## src/simreg_pkg.sv

```systemverilog
/*
  Shared constants and carrier types for the regulator configuration bank:
  register offsets, field positions, reset values of reserved bits and the
  decode figures for current limits and target voltages.
  Assumes an 8-bit register address and 8-bit data from the serial decoder.
*/
package simreg_pkg;

  // register offsets
  localparam logic [7:0] SIMREG_OFS_CH2_CTRL = 8'h2e;
  localparam logic [7:0] SIMREG_OFS_TOP_CFG = 8'h2f;
  localparam logic [7:0] SIMREG_OFS_PEAK_LIM = 8'h30;
  localparam logic [7:0] SIMREG_OFS_CH0_ALT_V = 8'h31;

  // field positions, channel 2 control
  localparam int SIMREG_CH2_RESERVED_POS = 7;
  localparam int SIMREG_CH2_MODE_POS = 6;
  localparam int SIMREG_CH2_DISCH_POS = 3;
  localparam int SIMREG_CH2_EN_LSB = 0;
  // field positions, top config
  localparam int SIMREG_TOP_CHGMODE_POS = 7;
  localparam int SIMREG_TOP_DRV_LSB = 0;
  // field positions, peak limits
  localparam int SIMREG_LIM_CHG_LSB = 6;
  localparam int SIMREG_LIM_CH2_LSB = 4;
  localparam int SIMREG_LIM_CH1_LSB = 2;
  localparam int SIMREG_LIM_CH0_LSB = 0;
  // field positions, channel 0 alternate voltage
  localparam int SIMREG_ALT_RESERVED_POS = 7;
  localparam int SIMREG_ALT_CODE_LSB = 0;

  // reset values of reserved bits
  localparam logic SIMREG_RESERVED_RST = 1'b0;
  localparam logic [1:0] SIMREG_UNUSED2_RST = 2'h0;
  localparam logic [4:0] SIMREG_UNUSED5_RST = 5'h00;

  // enable field codes
  localparam logic [2:0] SIMREG_EN_SLOT_MAX = 3'h3;
  localparam logic [2:0] SIMREG_EN_FORCE_ON_MIN = 3'h6;

  // charging channel peak limit in mA per code
  localparam logic [11:0] SIMREG_CHG_MA0 = 12'h7d0; // 2000
  localparam logic [11:0] SIMREG_CHG_MA1 = 12'h5dc; // 1500
  localparam logic [11:0] SIMREG_CHG_MA2 = 12'h3e8; // 1000
  localparam logic [11:0] SIMREG_CHG_MA3 = 12'h1f4; // 500
  // output channel peak limit in mA per code
  localparam logic [11:0] SIMREG_OUT_MA0 = 12'h3e8; // 1000
  localparam logic [11:0] SIMREG_OUT_MA1 = 12'h2ee; // 750
  localparam logic [11:0] SIMREG_OUT_MA2 = 12'h1f4; // 500
  localparam logic [11:0] SIMREG_OUT_MA3 = 12'h14d; // 333

  // target voltage transfer, mV
  localparam logic [12:0] SIMREG_V_BASE_MV = 13'h01f4; // 500
  localparam logic [12:0] SIMREG_V_FINE_STEP_MV = 13'h0019; // 25
  localparam logic [12:0] SIMREG_V_KNEE_MV = 13'h06a4; // 1700
  localparam logic [12:0] SIMREG_V_COARSE_STEP_MV = 13'h0032; // 50
  localparam logic [12:0] SIMREG_V_MAX_MV = 13'h157c; // 5500
  localparam logic [6:0] SIMREG_V_KNEE_CODE = 7'h30;
  localparam logic [6:0] SIMREG_V_CLAMP_CODE = 7'h7c;

  typedef struct packed {
    logic reserved_bit;
    logic buck_only;
    logic [1:0] unused;
    logic discharge_on;
    logic [2:0] slot_select;
  } simreg_ch2_ctrl_t;

  typedef struct packed {
    logic charge_buck_only;
    logic [4:0] unused;
    logic [1:0] drive_trim;
  } simreg_top_cfg_t;

  typedef struct packed {
    logic [1:0] charge;
    logic [1:0] ch2;
    logic [1:0] ch1;
    logic [1:0] ch0;
  } simreg_peak_lim_t;

  typedef struct packed {
    logic reserved_bit;
    logic [6:0] code;
  } simreg_alt_v_t;

  // factory image loaded at reset
  typedef struct packed {
    simreg_ch2_ctrl_t ch2_ctrl;
    simreg_top_cfg_t top_cfg;
    simreg_peak_lim_t peak_lim;
    simreg_alt_v_t alt_v;
  } simreg_otp_t;

endpackage

```

## src/simreg_vdecode.sv

```systemverilog
/*
  Target-voltage decoder: 7-bit code to millivolts, piecewise linear.
  Assumes a stable code input; output is combinational, registered by caller.
*/
`timescale 1ns/1ps
`default_nettype none
module simreg_vdecode
  import simreg_pkg::*;
(
  input wire logic [6:0] code, // voltage code
  output logic [12:0] millivolts // decoded target
);

  logic [12:0] code_w;

  always_comb begin
    code_w = {6'h00, code};
    if (code >= SIMREG_V_CLAMP_CODE) begin
      millivolts = SIMREG_V_MAX_MV;
    end else if (code >= SIMREG_V_KNEE_CODE) begin
      millivolts = 13'(SIMREG_V_KNEE_MV
        + SIMREG_V_COARSE_STEP_MV * (code_w - {6'h00, SIMREG_V_KNEE_CODE}));
    end else begin
      millivolts = 13'(SIMREG_V_BASE_MV + SIMREG_V_FINE_STEP_MV * code_w);
    end
  end

endmodule
`default_nettype wire

```

## src/simreg_regs.sv

```systemverilog
/*
  Regulator configuration bank: four 8-bit registers behind the serial
  register decoder, with decoded control outputs for the analog core.
  Assumes a decoder that presents one access per strobe, synchronous to mclk,
  and a sequencer that reports which of the four slots is powered.
*/
// What this block does
// - enable codes 0..3 pick sequencer slot
// - codes 4,5 force off; 6,7 force on
// - channel 2 mode bit: buck-boost or buck
// - discharge resistor when enabled bit, channel off
// - charging channel mode bit 7
// - drive trim 0 fastest, higher codes slower
// - charging peak limit 2.0/1.5/1.0/0.5 A
// - output peak limits 1.0/0.75/0.5/0.333 A
// - alternate voltage 25mV then 50mV steps
// - 0x7B 5.45V, 0x7C..0x7F give 5.5V
`timescale 1ns/1ps
`default_nettype none
module simreg_regs
  import simreg_pkg::*;
(
  input wire logic mclk, // 200 MHz clock
  input wire logic reset_n, // sync reset, active low
  input wire simreg_otp_t otp_image, // factory configuration store
  input wire logic [7:0] reg_addr, // register offset
  input wire logic reg_wr, // write strobe
  input wire logic [7:0] reg_wdata, // write data
  input wire logic reg_rd, // read strobe
  input wire logic [3:0] seq_slot_on, // sequencer slots powered
  output logic [7:0] reg_rdata_q, // read data
  output logic reg_ack_q, // access done pulse
  output logic ch2_enable_q, // channel 2 running
  output logic ch2_discharge_q, // discharge resistor connected
  output logic ch2_buck_only_q, // channel 2 buck mode
  output logic charge_buck_only_q, // charging channel buck mode
  output logic [1:0] drive_trim_q, // shared drive strength
  output logic [11:0] charge_peak_ma_q, // charging limit, mA
  output logic [11:0] ch2_peak_ma_q, // channel 2 limit, mA
  output logic [11:0] ch1_peak_ma_q, // channel 1 limit, mA
  output logic [11:0] ch0_peak_ma_q, // channel 0 limit, mA
  output logic [12:0] ch0_alt_mv_q // channel 0 alternate target, mV
);

  function automatic logic [11:0] out_peak_ma(input logic [1:0] code);
    logic [11:0] ma;
    case (code)
      2'h0: ma = SIMREG_OUT_MA0;
      2'h1: ma = SIMREG_OUT_MA1;
      2'h2: ma = SIMREG_OUT_MA2;
      default: ma = SIMREG_OUT_MA3;
    endcase
    return ma;
  endfunction

  function automatic logic [11:0] chg_peak_ma(input logic [1:0] code);
    logic [11:0] ma;
    case (code)
      2'h0: ma = SIMREG_CHG_MA0;
      2'h1: ma = SIMREG_CHG_MA1;
      2'h2: ma = SIMREG_CHG_MA2;
      default: ma = SIMREG_CHG_MA3;
    endcase
    return ma;
  endfunction

  // register state
  simreg_ch2_ctrl_t ch2_ctrl_q, ch2_ctrl_d;
  simreg_top_cfg_t top_cfg_q, top_cfg_d;
  simreg_peak_lim_t peak_lim_q, peak_lim_d;
  simreg_alt_v_t alt_v_q, alt_v_d;
  logic [7:0] rdata_d;
  logic ack_d;

  // decoded outputs
  logic ch2_enable_d, ch2_discharge_d, ch2_buck_only_d, charge_buck_only_d;
  logic [1:0] drive_trim_d;
  logic [11:0] charge_peak_ma_d, ch2_peak_ma_d, ch1_peak_ma_d, ch0_peak_ma_d;
  logic [12:0] ch0_alt_mv_d;
  logic [12:0] alt_mv_w;

  simreg_vdecode u_vdecode (
    .code(alt_v_q.code),
    .millivolts(alt_mv_w)
  );

  // register file next state
  always_comb begin
    ch2_ctrl_d = ch2_ctrl_q;
    top_cfg_d = top_cfg_q;
    peak_lim_d = peak_lim_q;
    alt_v_d = alt_v_q;
    if (reg_wr) begin
      case (reg_addr)
        SIMREG_OFS_CH2_CTRL: begin
          ch2_ctrl_d = simreg_ch2_ctrl_t'(reg_wdata);
          ch2_ctrl_d.unused = SIMREG_UNUSED2_RST; // bits 5:4 not implemented
        end
        SIMREG_OFS_TOP_CFG: begin
          top_cfg_d = simreg_top_cfg_t'(reg_wdata);
          top_cfg_d.unused = SIMREG_UNUSED5_RST;
        end
        SIMREG_OFS_PEAK_LIM: begin
          peak_lim_d = simreg_peak_lim_t'(reg_wdata);
        end
        SIMREG_OFS_CH0_ALT_V: begin
          alt_v_d = simreg_alt_v_t'(reg_wdata);
        end
        default: begin
          ch2_ctrl_d = ch2_ctrl_q;
        end
      endcase
    end
  end

  // read path; a write in the same cycle is acknowledged too
  always_comb begin
    rdata_d = 8'h00;
    ack_d = reg_wr | reg_rd;
    if (reg_rd) begin
      case (reg_addr)
        SIMREG_OFS_CH2_CTRL: rdata_d = ch2_ctrl_q;
        SIMREG_OFS_TOP_CFG: rdata_d = top_cfg_q;
        SIMREG_OFS_PEAK_LIM: rdata_d = peak_lim_q;
        SIMREG_OFS_CH0_ALT_V: rdata_d = alt_v_q;
        default: rdata_d = 8'h00;
      endcase
    end
  end

  // decode of control outputs
  always_comb begin
    case (ch2_ctrl_q.slot_select)
      3'h0, 3'h1, 3'h2, 3'h3: begin
        ch2_enable_d = seq_slot_on[ch2_ctrl_q.slot_select[1:0]];
      end
      3'h4, 3'h5: ch2_enable_d = 1'b0;
      3'h6, 3'h7: ch2_enable_d = 1'b1;
      default: ch2_enable_d = 1'b0;
    endcase
    ch2_discharge_d = ch2_ctrl_q.discharge_on & ~ch2_enable_d;
    ch2_buck_only_d = ch2_ctrl_q.buck_only;
    charge_buck_only_d = top_cfg_q.charge_buck_only;
    drive_trim_d = top_cfg_q.drive_trim;
    charge_peak_ma_d = chg_peak_ma(peak_lim_q.charge);
    ch2_peak_ma_d = out_peak_ma(peak_lim_q.ch2);
    ch1_peak_ma_d = out_peak_ma(peak_lim_q.ch1);
    ch0_peak_ma_d = out_peak_ma(peak_lim_q.ch0);
    ch0_alt_mv_d = alt_mv_w;
  end

  always_ff @(posedge mclk) begin
    if (!reset_n) begin
      ch2_ctrl_q <= otp_image.ch2_ctrl;
      ch2_ctrl_q.reserved_bit <= SIMREG_RESERVED_RST;
      ch2_ctrl_q.unused <= SIMREG_UNUSED2_RST;
      top_cfg_q <= otp_image.top_cfg;
      top_cfg_q.unused <= SIMREG_UNUSED5_RST;
      peak_lim_q <= otp_image.peak_lim;
      alt_v_q <= otp_image.alt_v;
      alt_v_q.reserved_bit <= SIMREG_RESERVED_RST;
      reg_rdata_q <= 8'h00;
      reg_ack_q <= 1'b0;
    end else begin
      ch2_ctrl_q <= ch2_ctrl_d;
      top_cfg_q <= top_cfg_d;
      peak_lim_q <= peak_lim_d;
      alt_v_q <= alt_v_d;
      reg_rdata_q <= rdata_d;
      reg_ack_q <= ack_d;
    end
  end

  // outputs follow the registers one cycle later
  always_ff @(posedge mclk) begin
    if (!reset_n) begin
      ch2_enable_q <= 1'b0;
      ch2_discharge_q <= 1'b0;
      ch2_buck_only_q <= 1'b0;
      charge_buck_only_q <= 1'b0;
      drive_trim_q <= 2'h0;
      charge_peak_ma_q <= 12'h000;
      ch2_peak_ma_q <= 12'h000;
      ch1_peak_ma_q <= 12'h000;
      ch0_peak_ma_q <= 12'h000;
      ch0_alt_mv_q <= 13'h0000;
    end else begin
      ch2_enable_q <= ch2_enable_d;
      ch2_discharge_q <= ch2_discharge_d;
      ch2_buck_only_q <= ch2_buck_only_d;
      charge_buck_only_q <= charge_buck_only_d;
      drive_trim_q <= drive_trim_d;
      charge_peak_ma_q <= charge_peak_ma_d;
      ch2_peak_ma_q <= ch2_peak_ma_d;
      ch1_peak_ma_q <= ch1_peak_ma_d;
      ch0_peak_ma_q <= ch0_peak_ma_d;
      ch0_alt_mv_q <= ch0_alt_mv_d;
    end
  end

  AST_CH2_SLOT_FOLLOWS: assert property (@(posedge mclk) disable iff (!reset_n)
    (ch2_ctrl_q.slot_select <= SIMREG_EN_SLOT_MAX)
    |=> (ch2_enable_q == $past(seq_slot_on[ch2_ctrl_q.slot_select[1:0]])))
    else $error("channel 2 enable does not follow its sequencer slot");

  AST_CH2_FORCED: assert property (@(posedge mclk) disable iff (!reset_n)
    (ch2_ctrl_q.slot_select > SIMREG_EN_SLOT_MAX)
    |=> (ch2_enable_q == ($past(ch2_ctrl_q.slot_select) >= SIMREG_EN_FORCE_ON_MIN)))
    else $error("channel 2 forced state wrong");

  AST_CH2_MODE_WRITE: assert property (@(posedge mclk) disable iff (!reset_n)
    (reg_wr && reg_addr == SIMREG_OFS_CH2_CTRL)
    |=> ##1 (ch2_buck_only_q == $past(reg_wdata[SIMREG_CH2_MODE_POS], 2)))
    else $error("channel 2 mode not taken from bit 6");

  AST_CH2_DISCHARGE: assert property (@(posedge mclk) disable iff (!reset_n)
    ch2_discharge_q |-> (!ch2_enable_q && $past(ch2_ctrl_q.discharge_on)))
    else $error("discharge resistor connected while channel on or disabled");

  AST_CHG_MODE_WRITE: assert property (@(posedge mclk) disable iff (!reset_n)
    (reg_wr && reg_addr == SIMREG_OFS_TOP_CFG)
    |=> ##1 (charge_buck_only_q == $past(reg_wdata[SIMREG_TOP_CHGMODE_POS], 2)))
    else $error("charging channel mode not taken from bit 7");

  AST_DRIVE_TRIM: assert property (@(posedge mclk) disable iff (!reset_n)
    (reg_wr && reg_addr == SIMREG_OFS_TOP_CFG)
    |=> ##1 (drive_trim_q == $past(reg_wdata[SIMREG_TOP_DRV_LSB +: 2], 2)))
    else $error("drive trim not taken from bits 1:0");

  AST_CHG_LIMIT: assert property (@(posedge mclk) disable iff (!reset_n)
    (reg_wr && reg_addr == SIMREG_OFS_PEAK_LIM && reg_wdata[7:6] == 2'h3)
    |=> ##1 (charge_peak_ma_q == 12'h1f4))
    else $error("charging limit code 3 is not 500 mA");

  AST_CH0_LIMIT: assert property (@(posedge mclk) disable iff (!reset_n)
    (reg_wr && reg_addr == SIMREG_OFS_PEAK_LIM && reg_wdata[1:0] == 2'h1)
    |=> ##1 (ch0_peak_ma_q == 12'h2ee))
    else $error("channel 0 limit code 1 is not 750 mA");

  AST_ALT_KNEE: assert property (@(posedge mclk) disable iff (!reset_n)
    (reg_wr && reg_addr == SIMREG_OFS_CH0_ALT_V && reg_wdata[6:0] == 7'h30)
    |=> ##1 (ch0_alt_mv_q == 13'h06a4))
    else $error("code 0x30 is not 1700 mV");

  AST_ALT_CLAMP: assert property (@(posedge mclk) disable iff (!reset_n)
    (reg_wr && reg_addr == SIMREG_OFS_CH0_ALT_V && reg_wdata[6:0] >= 7'h7b)
    |=> ##1 (ch0_alt_mv_q == ($past(reg_wdata[6:0], 2) == 7'h7b ? 13'h154a : 13'h157c)))
    else $error("top alternate voltage codes decode wrong");

  AST_RESET_LOAD: assert property (@(posedge mclk)
    $rose(reset_n) |-> (peak_lim_q == $past(otp_image.peak_lim)
      && alt_v_q.reserved_bit == 1'b0 && ch2_ctrl_q.reserved_bit == 1'b0))
    else $error("reset did not load factory image");

  AST_READ_ACK: assert property (@(posedge mclk) disable iff (!reset_n)
    (reg_rd && reg_addr == SIMREG_OFS_PEAK_LIM && !reg_wr)
    |=> (reg_ack_q && reg_rdata_q == $past(peak_lim_q)))
    else $error("read of peak limits wrong");

  AST_ACK_FOLLOWS: assert property (@(posedge mclk) disable iff (!reset_n)
    (reg_wr || reg_rd)
    |=> reg_ack_q)
    else $error("access strobe not acknowledged");

  AST_ACK_QUIET: assert property (@(posedge mclk) disable iff (!reset_n)
    !(reg_wr || reg_rd)
    |=> !reg_ack_q)
    else $error("acknowledge without an access");

  AST_RDATA_IDLE: assert property (@(posedge mclk) disable iff (!reset_n)
    !reg_rd
    |=> (reg_rdata_q == 8'h00))
    else $error("read data not zero outside a read");

  AST_CH2_LIMIT: assert property (@(posedge mclk) disable iff (!reset_n)
    (reg_wr && reg_addr == SIMREG_OFS_PEAK_LIM && reg_wdata[5:4] == 2'h3)
    |=> ##1 (ch2_peak_ma_q == 12'h14d))
    else $error("channel 2 limit code 3 is not 333 mA");

  AST_CH1_LIMIT: assert property (@(posedge mclk) disable iff (!reset_n)
    (reg_wr && reg_addr == SIMREG_OFS_PEAK_LIM && reg_wdata[3:2] == 2'h2)
    |=> ##1 (ch1_peak_ma_q == 12'h1f4))
    else $error("channel 1 limit code 2 is not 500 mA");

  AST_CHG_LIMIT_TOP: assert property (@(posedge mclk) disable iff (!reset_n)
    (reg_wr && reg_addr == SIMREG_OFS_PEAK_LIM && reg_wdata[7:6] == 2'h0)
    |=> ##1 (charge_peak_ma_q == 12'h7d0))
    else $error("charging limit code 0 is not 2000 mA");

  AST_ALT_FINE: assert property (@(posedge mclk) disable iff (!reset_n)
    (reg_wr && reg_addr == SIMREG_OFS_CH0_ALT_V && reg_wdata[6:0] == 7'h2f)
    |=> ##1 (ch0_alt_mv_q == 13'h068b))
    else $error("code 0x2f is not 1675 mV");

  AST_CH2_DISCH_OFF: assert property (@(posedge mclk) disable iff (!reset_n)
    ($past(reset_n) && !ch2_enable_q && $past(ch2_ctrl_q.discharge_on))
    |-> ch2_discharge_q)
    else $error("discharge resistor missing while channel off");

  AST_RESET_QUIET: assert property (@(posedge mclk)
    $rose(reset_n) |-> (!reg_ack_q && reg_rdata_q == 8'h00 && !ch2_enable_q
      && !ch2_discharge_q && ch0_alt_mv_q == 13'h0000))
    else $error("outputs not quiet at reset release");

endmodule
`default_nettype wire

```

## config.mk

```make
export PLATFORM = sky130hd
export DESIGN_NAME = simreg_regs
export DESIGN_NICKNAME = d
export VERILOG_FILES = /design/src/simreg_pkg.sv /design/src/simreg_vdecode.sv /design/src/simreg_regs.sv
export SDC_FILE = /design/constraint.sdc
export NUM_CORES = 1
export LEC_CHECK = 0
export ABC_CLOCK_PERIOD_IN_PS = 4500
export CAP_MARGIN = 30
export CORE_AREA = 2 2 91 93
export CTS_CLUSTER_DIAMETER = 60
export CTS_CLUSTER_SIZE = 14
export DETAILED_ROUTE_END_ITERATION = 12
export DIE_AREA = 0 0 93 95
export DONT_BUFFER_PORTS = 1
export PLACE_DENSITY = 0.91
export SLEW_MARGIN = 10
export SYNTH_ARGS = -nofsm -noshare
export SYNTH_HDL_FRONTEND = slang
export SYNTH_HIERARCHICAL = 1
export SYNTH_SLANG_ARGS = --single-unit
```

## constraint.sdc

```tcl
create_clock -name mclk -period 4.5 [get_ports mclk]
set_clock_uncertainty 0.1 [all_clocks]
set_input_delay 0.9 -clock mclk [delete_from_list [all_inputs] [get_ports mclk]]
set_output_delay 0.9 -clock mclk [all_outputs]
set_load 0.01 [all_outputs]
```

==> metrics.csv <==
metric;value;unit
multi_input_area;0.00256;mm²
synth_edf_count;23;
die_x;93;µm
syn_inst;511;
synthesis.area;0.00493;mm²
post_cts_resized;0;
cts_buffers;9;
ys_types;56;
synth_top_flop_cell;dfxtp_1;
layout_min_cycle_time;4200;ps
instances_no_fill;612;
worst_pin_slew;1030;ps
period_share;93.4;%
worstSkewPairLatency;360;ps
clock.fmax;238;MHz
grt_pass1_wl;15900;µm
drc;2;
status;complete, but fails checks;
violations;DRC;
seqCellArea;0.00191;mm²
dp.cells;594;
critPathMaxStageDelay;500;ps
cts_root_buffer;clkbuf_8;
portBuffers;0;
dr.pass1.iters;10;
die_h;95;µm
cpMostUsedCell;inv_1;
clkTransAtPathRegs;100;ps
rsz0062_at_grt;false;
crit_fanout;6;
slowest_stage;fa_1;
syn_avg_cell_area;9.66;µm²
hold_violations;0;
cts-hold-fix-buffers;0;
worstPathCellList;ha_1, inv_1, ha_1, inv_1, ha_1, fa_1, inv_1, fa_1, inv_1, ha_1, inv_1, or3_1, mux2i_1, o22ai_2, xnor3_1, o211ai_2, and2_1;
criticalPathCategory;flip-flop to flip-flop;
cap_viol_max_count;0;
endpoint_kind;flip-flop;
final_common_cell;inv_1;
rows;33;
crit_arrival;4420;ps
drt_iter0_drc;223;
p_per_area;527;mW/mm²
area_growth;4.13;%
place_congestion;0.874;
reg2reg_setup_slack;300;ps
ys_warn_count;6;
critical_path.top_delay_family;adder cells;
fill_cells;603;
ir_drop;0.256;mV
cts_tree;done;
slew_viol_final;0;
drt_wl_total;10100;µm
via_count;3526;
grt_pass1_vias;3347;
drive_above_1_share;8.88;%
layout_common_cells;77 x inv_1, 61 x dfxtp_1, 59 x ha_1, 30 x o21ai_0;
critPathRequiredTime;4720;ps
holdCritPathClass;flip-flop to flip-flop;
grtUsageTotal;23.0;%
fp.coreArea;0.00793;mm²
nets;627;
p_leak;2.35;nW
worst-path-buf-inv;5;
post-route-util;64.8;%
start_kind;flip-flop;
async_flop_share;0;%
hpwl;7700;µm
yosysSeqAreaShare;38.7;%
ys_ff_latch;84;
grt_max_degree;59;
antenna_found_initial;0;
max_slew_margin;31.4;%
clockBufferDepth;2;
setup_viol;0;
postCtsSetupRepairBufs;0;
cts.htree.levels;3;
n_antenna_cell;0;
overflow;0;
tns;0;ps
die_area;0.00884;mm²
post_drt_via_cell_ratio;5.76;
numClockSinks;84;
initial_core_util;62.2;%
ios;132;
post_drt_wl_per_cell;16.6;µm
antenna_left;0;
-- per-layer routing --
metal | GRT usage (%) | up-vias | routed length [µm]
li1 | - | 1676 | -
met1 | 29.1 | 1653 | 4230
met2 | 39.0 | 172 | 4910
met3 | 5.19 | 25 | 819
met4 | 7.60 | 0 | 186
met5 | 0 | - | 0
-- flip-flops by register name, indices dropped and copies added (netlist names), 2 cells and up --
register          flops
drive_trim_q          2
ch2_peak_ma_q         8
charge_peak_ma_q      6
ch0_peak_ma_q         9
ch1_peak_ma_q         8
peak_lim_q            8
ch2_ctrl_q            5
reg_rdata_q           8
drive_trim_d          2
alt_v_q               8
ch0_alt_mv_q         13
-- stage by stage --
stage / power, mW / hold slack, ps / instance area [µm²] / setup WS (ps)
CTS: 2.70 / 375 / 5120 / 271
finish: 2.71 / 374 / 5140 / 297
detailed placement: 2.16 / 357 / 4920 / 302
floorplan: 1.95 / 336 / 4960 / 522
global placement: 2.10 / 346 / 4920 / 378
global route: 2.89 / 397 / 5140 / 22.7
-- cell type report --
class / instances / share of cell area (%)
tap: 105 / 2.56
multi-input combinational: 323 / 49.8
sequential: 84 / 37.2
clock inverter: 7 / 1.49
inverter: 78 / 5.70
timing repair buffer: 6 / 0.877
clock buffer: 9 / 2.41
-- final timing paths --
check                startpoint               end  cells after the start
hold / removal    ch2_ctrl_q[7]     ch2_ctrl_q[7]                      2
setup reg to reg     alt_v_q[5]  ch0_alt_mv_q[12]                     17
hold reg to reg   ch2_ctrl_q[7]     ch2_ctrl_q[7]                      2
setup / recovery     alt_v_q[5]  ch0_alt_mv_q[12]                     17
-- cells in the mapped netlist (2+ instances only) --
master    number  area (µm²)
mux2_2         4        45.0
and3_1         3        18.8
nand3_1       11        55.1
nand2_1       27         101
a211oi_2       2        25.0
o211ai_1       5        37.5
nor3_1         8        40.0
nor2_1        27         101
nor4b_2        2        30.0
mux2i_1        7        70.1
ha_1          59         738
dfxtp_1       61        1220
a21o_1         4        30.0
or3_1          4        25.0
xor2_1         6        52.6
and2_1        19         119
fa_1          10         200
buf_4         17         128
a41o_1         2        20.0
clkbuf_1      12        45.0
nor2b_1        2        12.5
o21ai_1        3        15.0
a31oi_2        6        75.1
a21oi_1       23         115
edfxtp_1      23         691
inv_1         77         289
o21ai_0       30         150
o21bai_1       3        22.5
a21oi_2        2        17.5
buf_2          3        15.0
o21a_1         2        15.0
nand4_1       13        81.3
xnor2_1       11        96.3
-- report_power, final --
group          leakage, nW  internal [mW]  switching, mW
logic                 1.52          0.579          0.644
clock network        0.103          0.221          0.316
registers            0.729          0.863         0.0828
-- tightest hold or removal path, stage by stage (launching register included) --
cell and delay [ps]:
dfxtp_1 320, nand2_1 50, mux2i_1 60
-- kinds of logic after synthesis --
family	count (synthesis)	share of synthesized area [%]
DFF	84	38.7
AOI/OAI and AO/OA	94	13.1
xor gates and xnor gates	18	3.47
other	1	0.0760
muxes	11	2.33
adders and majority gates	69	19.0
buffers and inverters	112	10.0
and+or+nand+nor	122	13.2
Power figures use the tool's default switching activity.
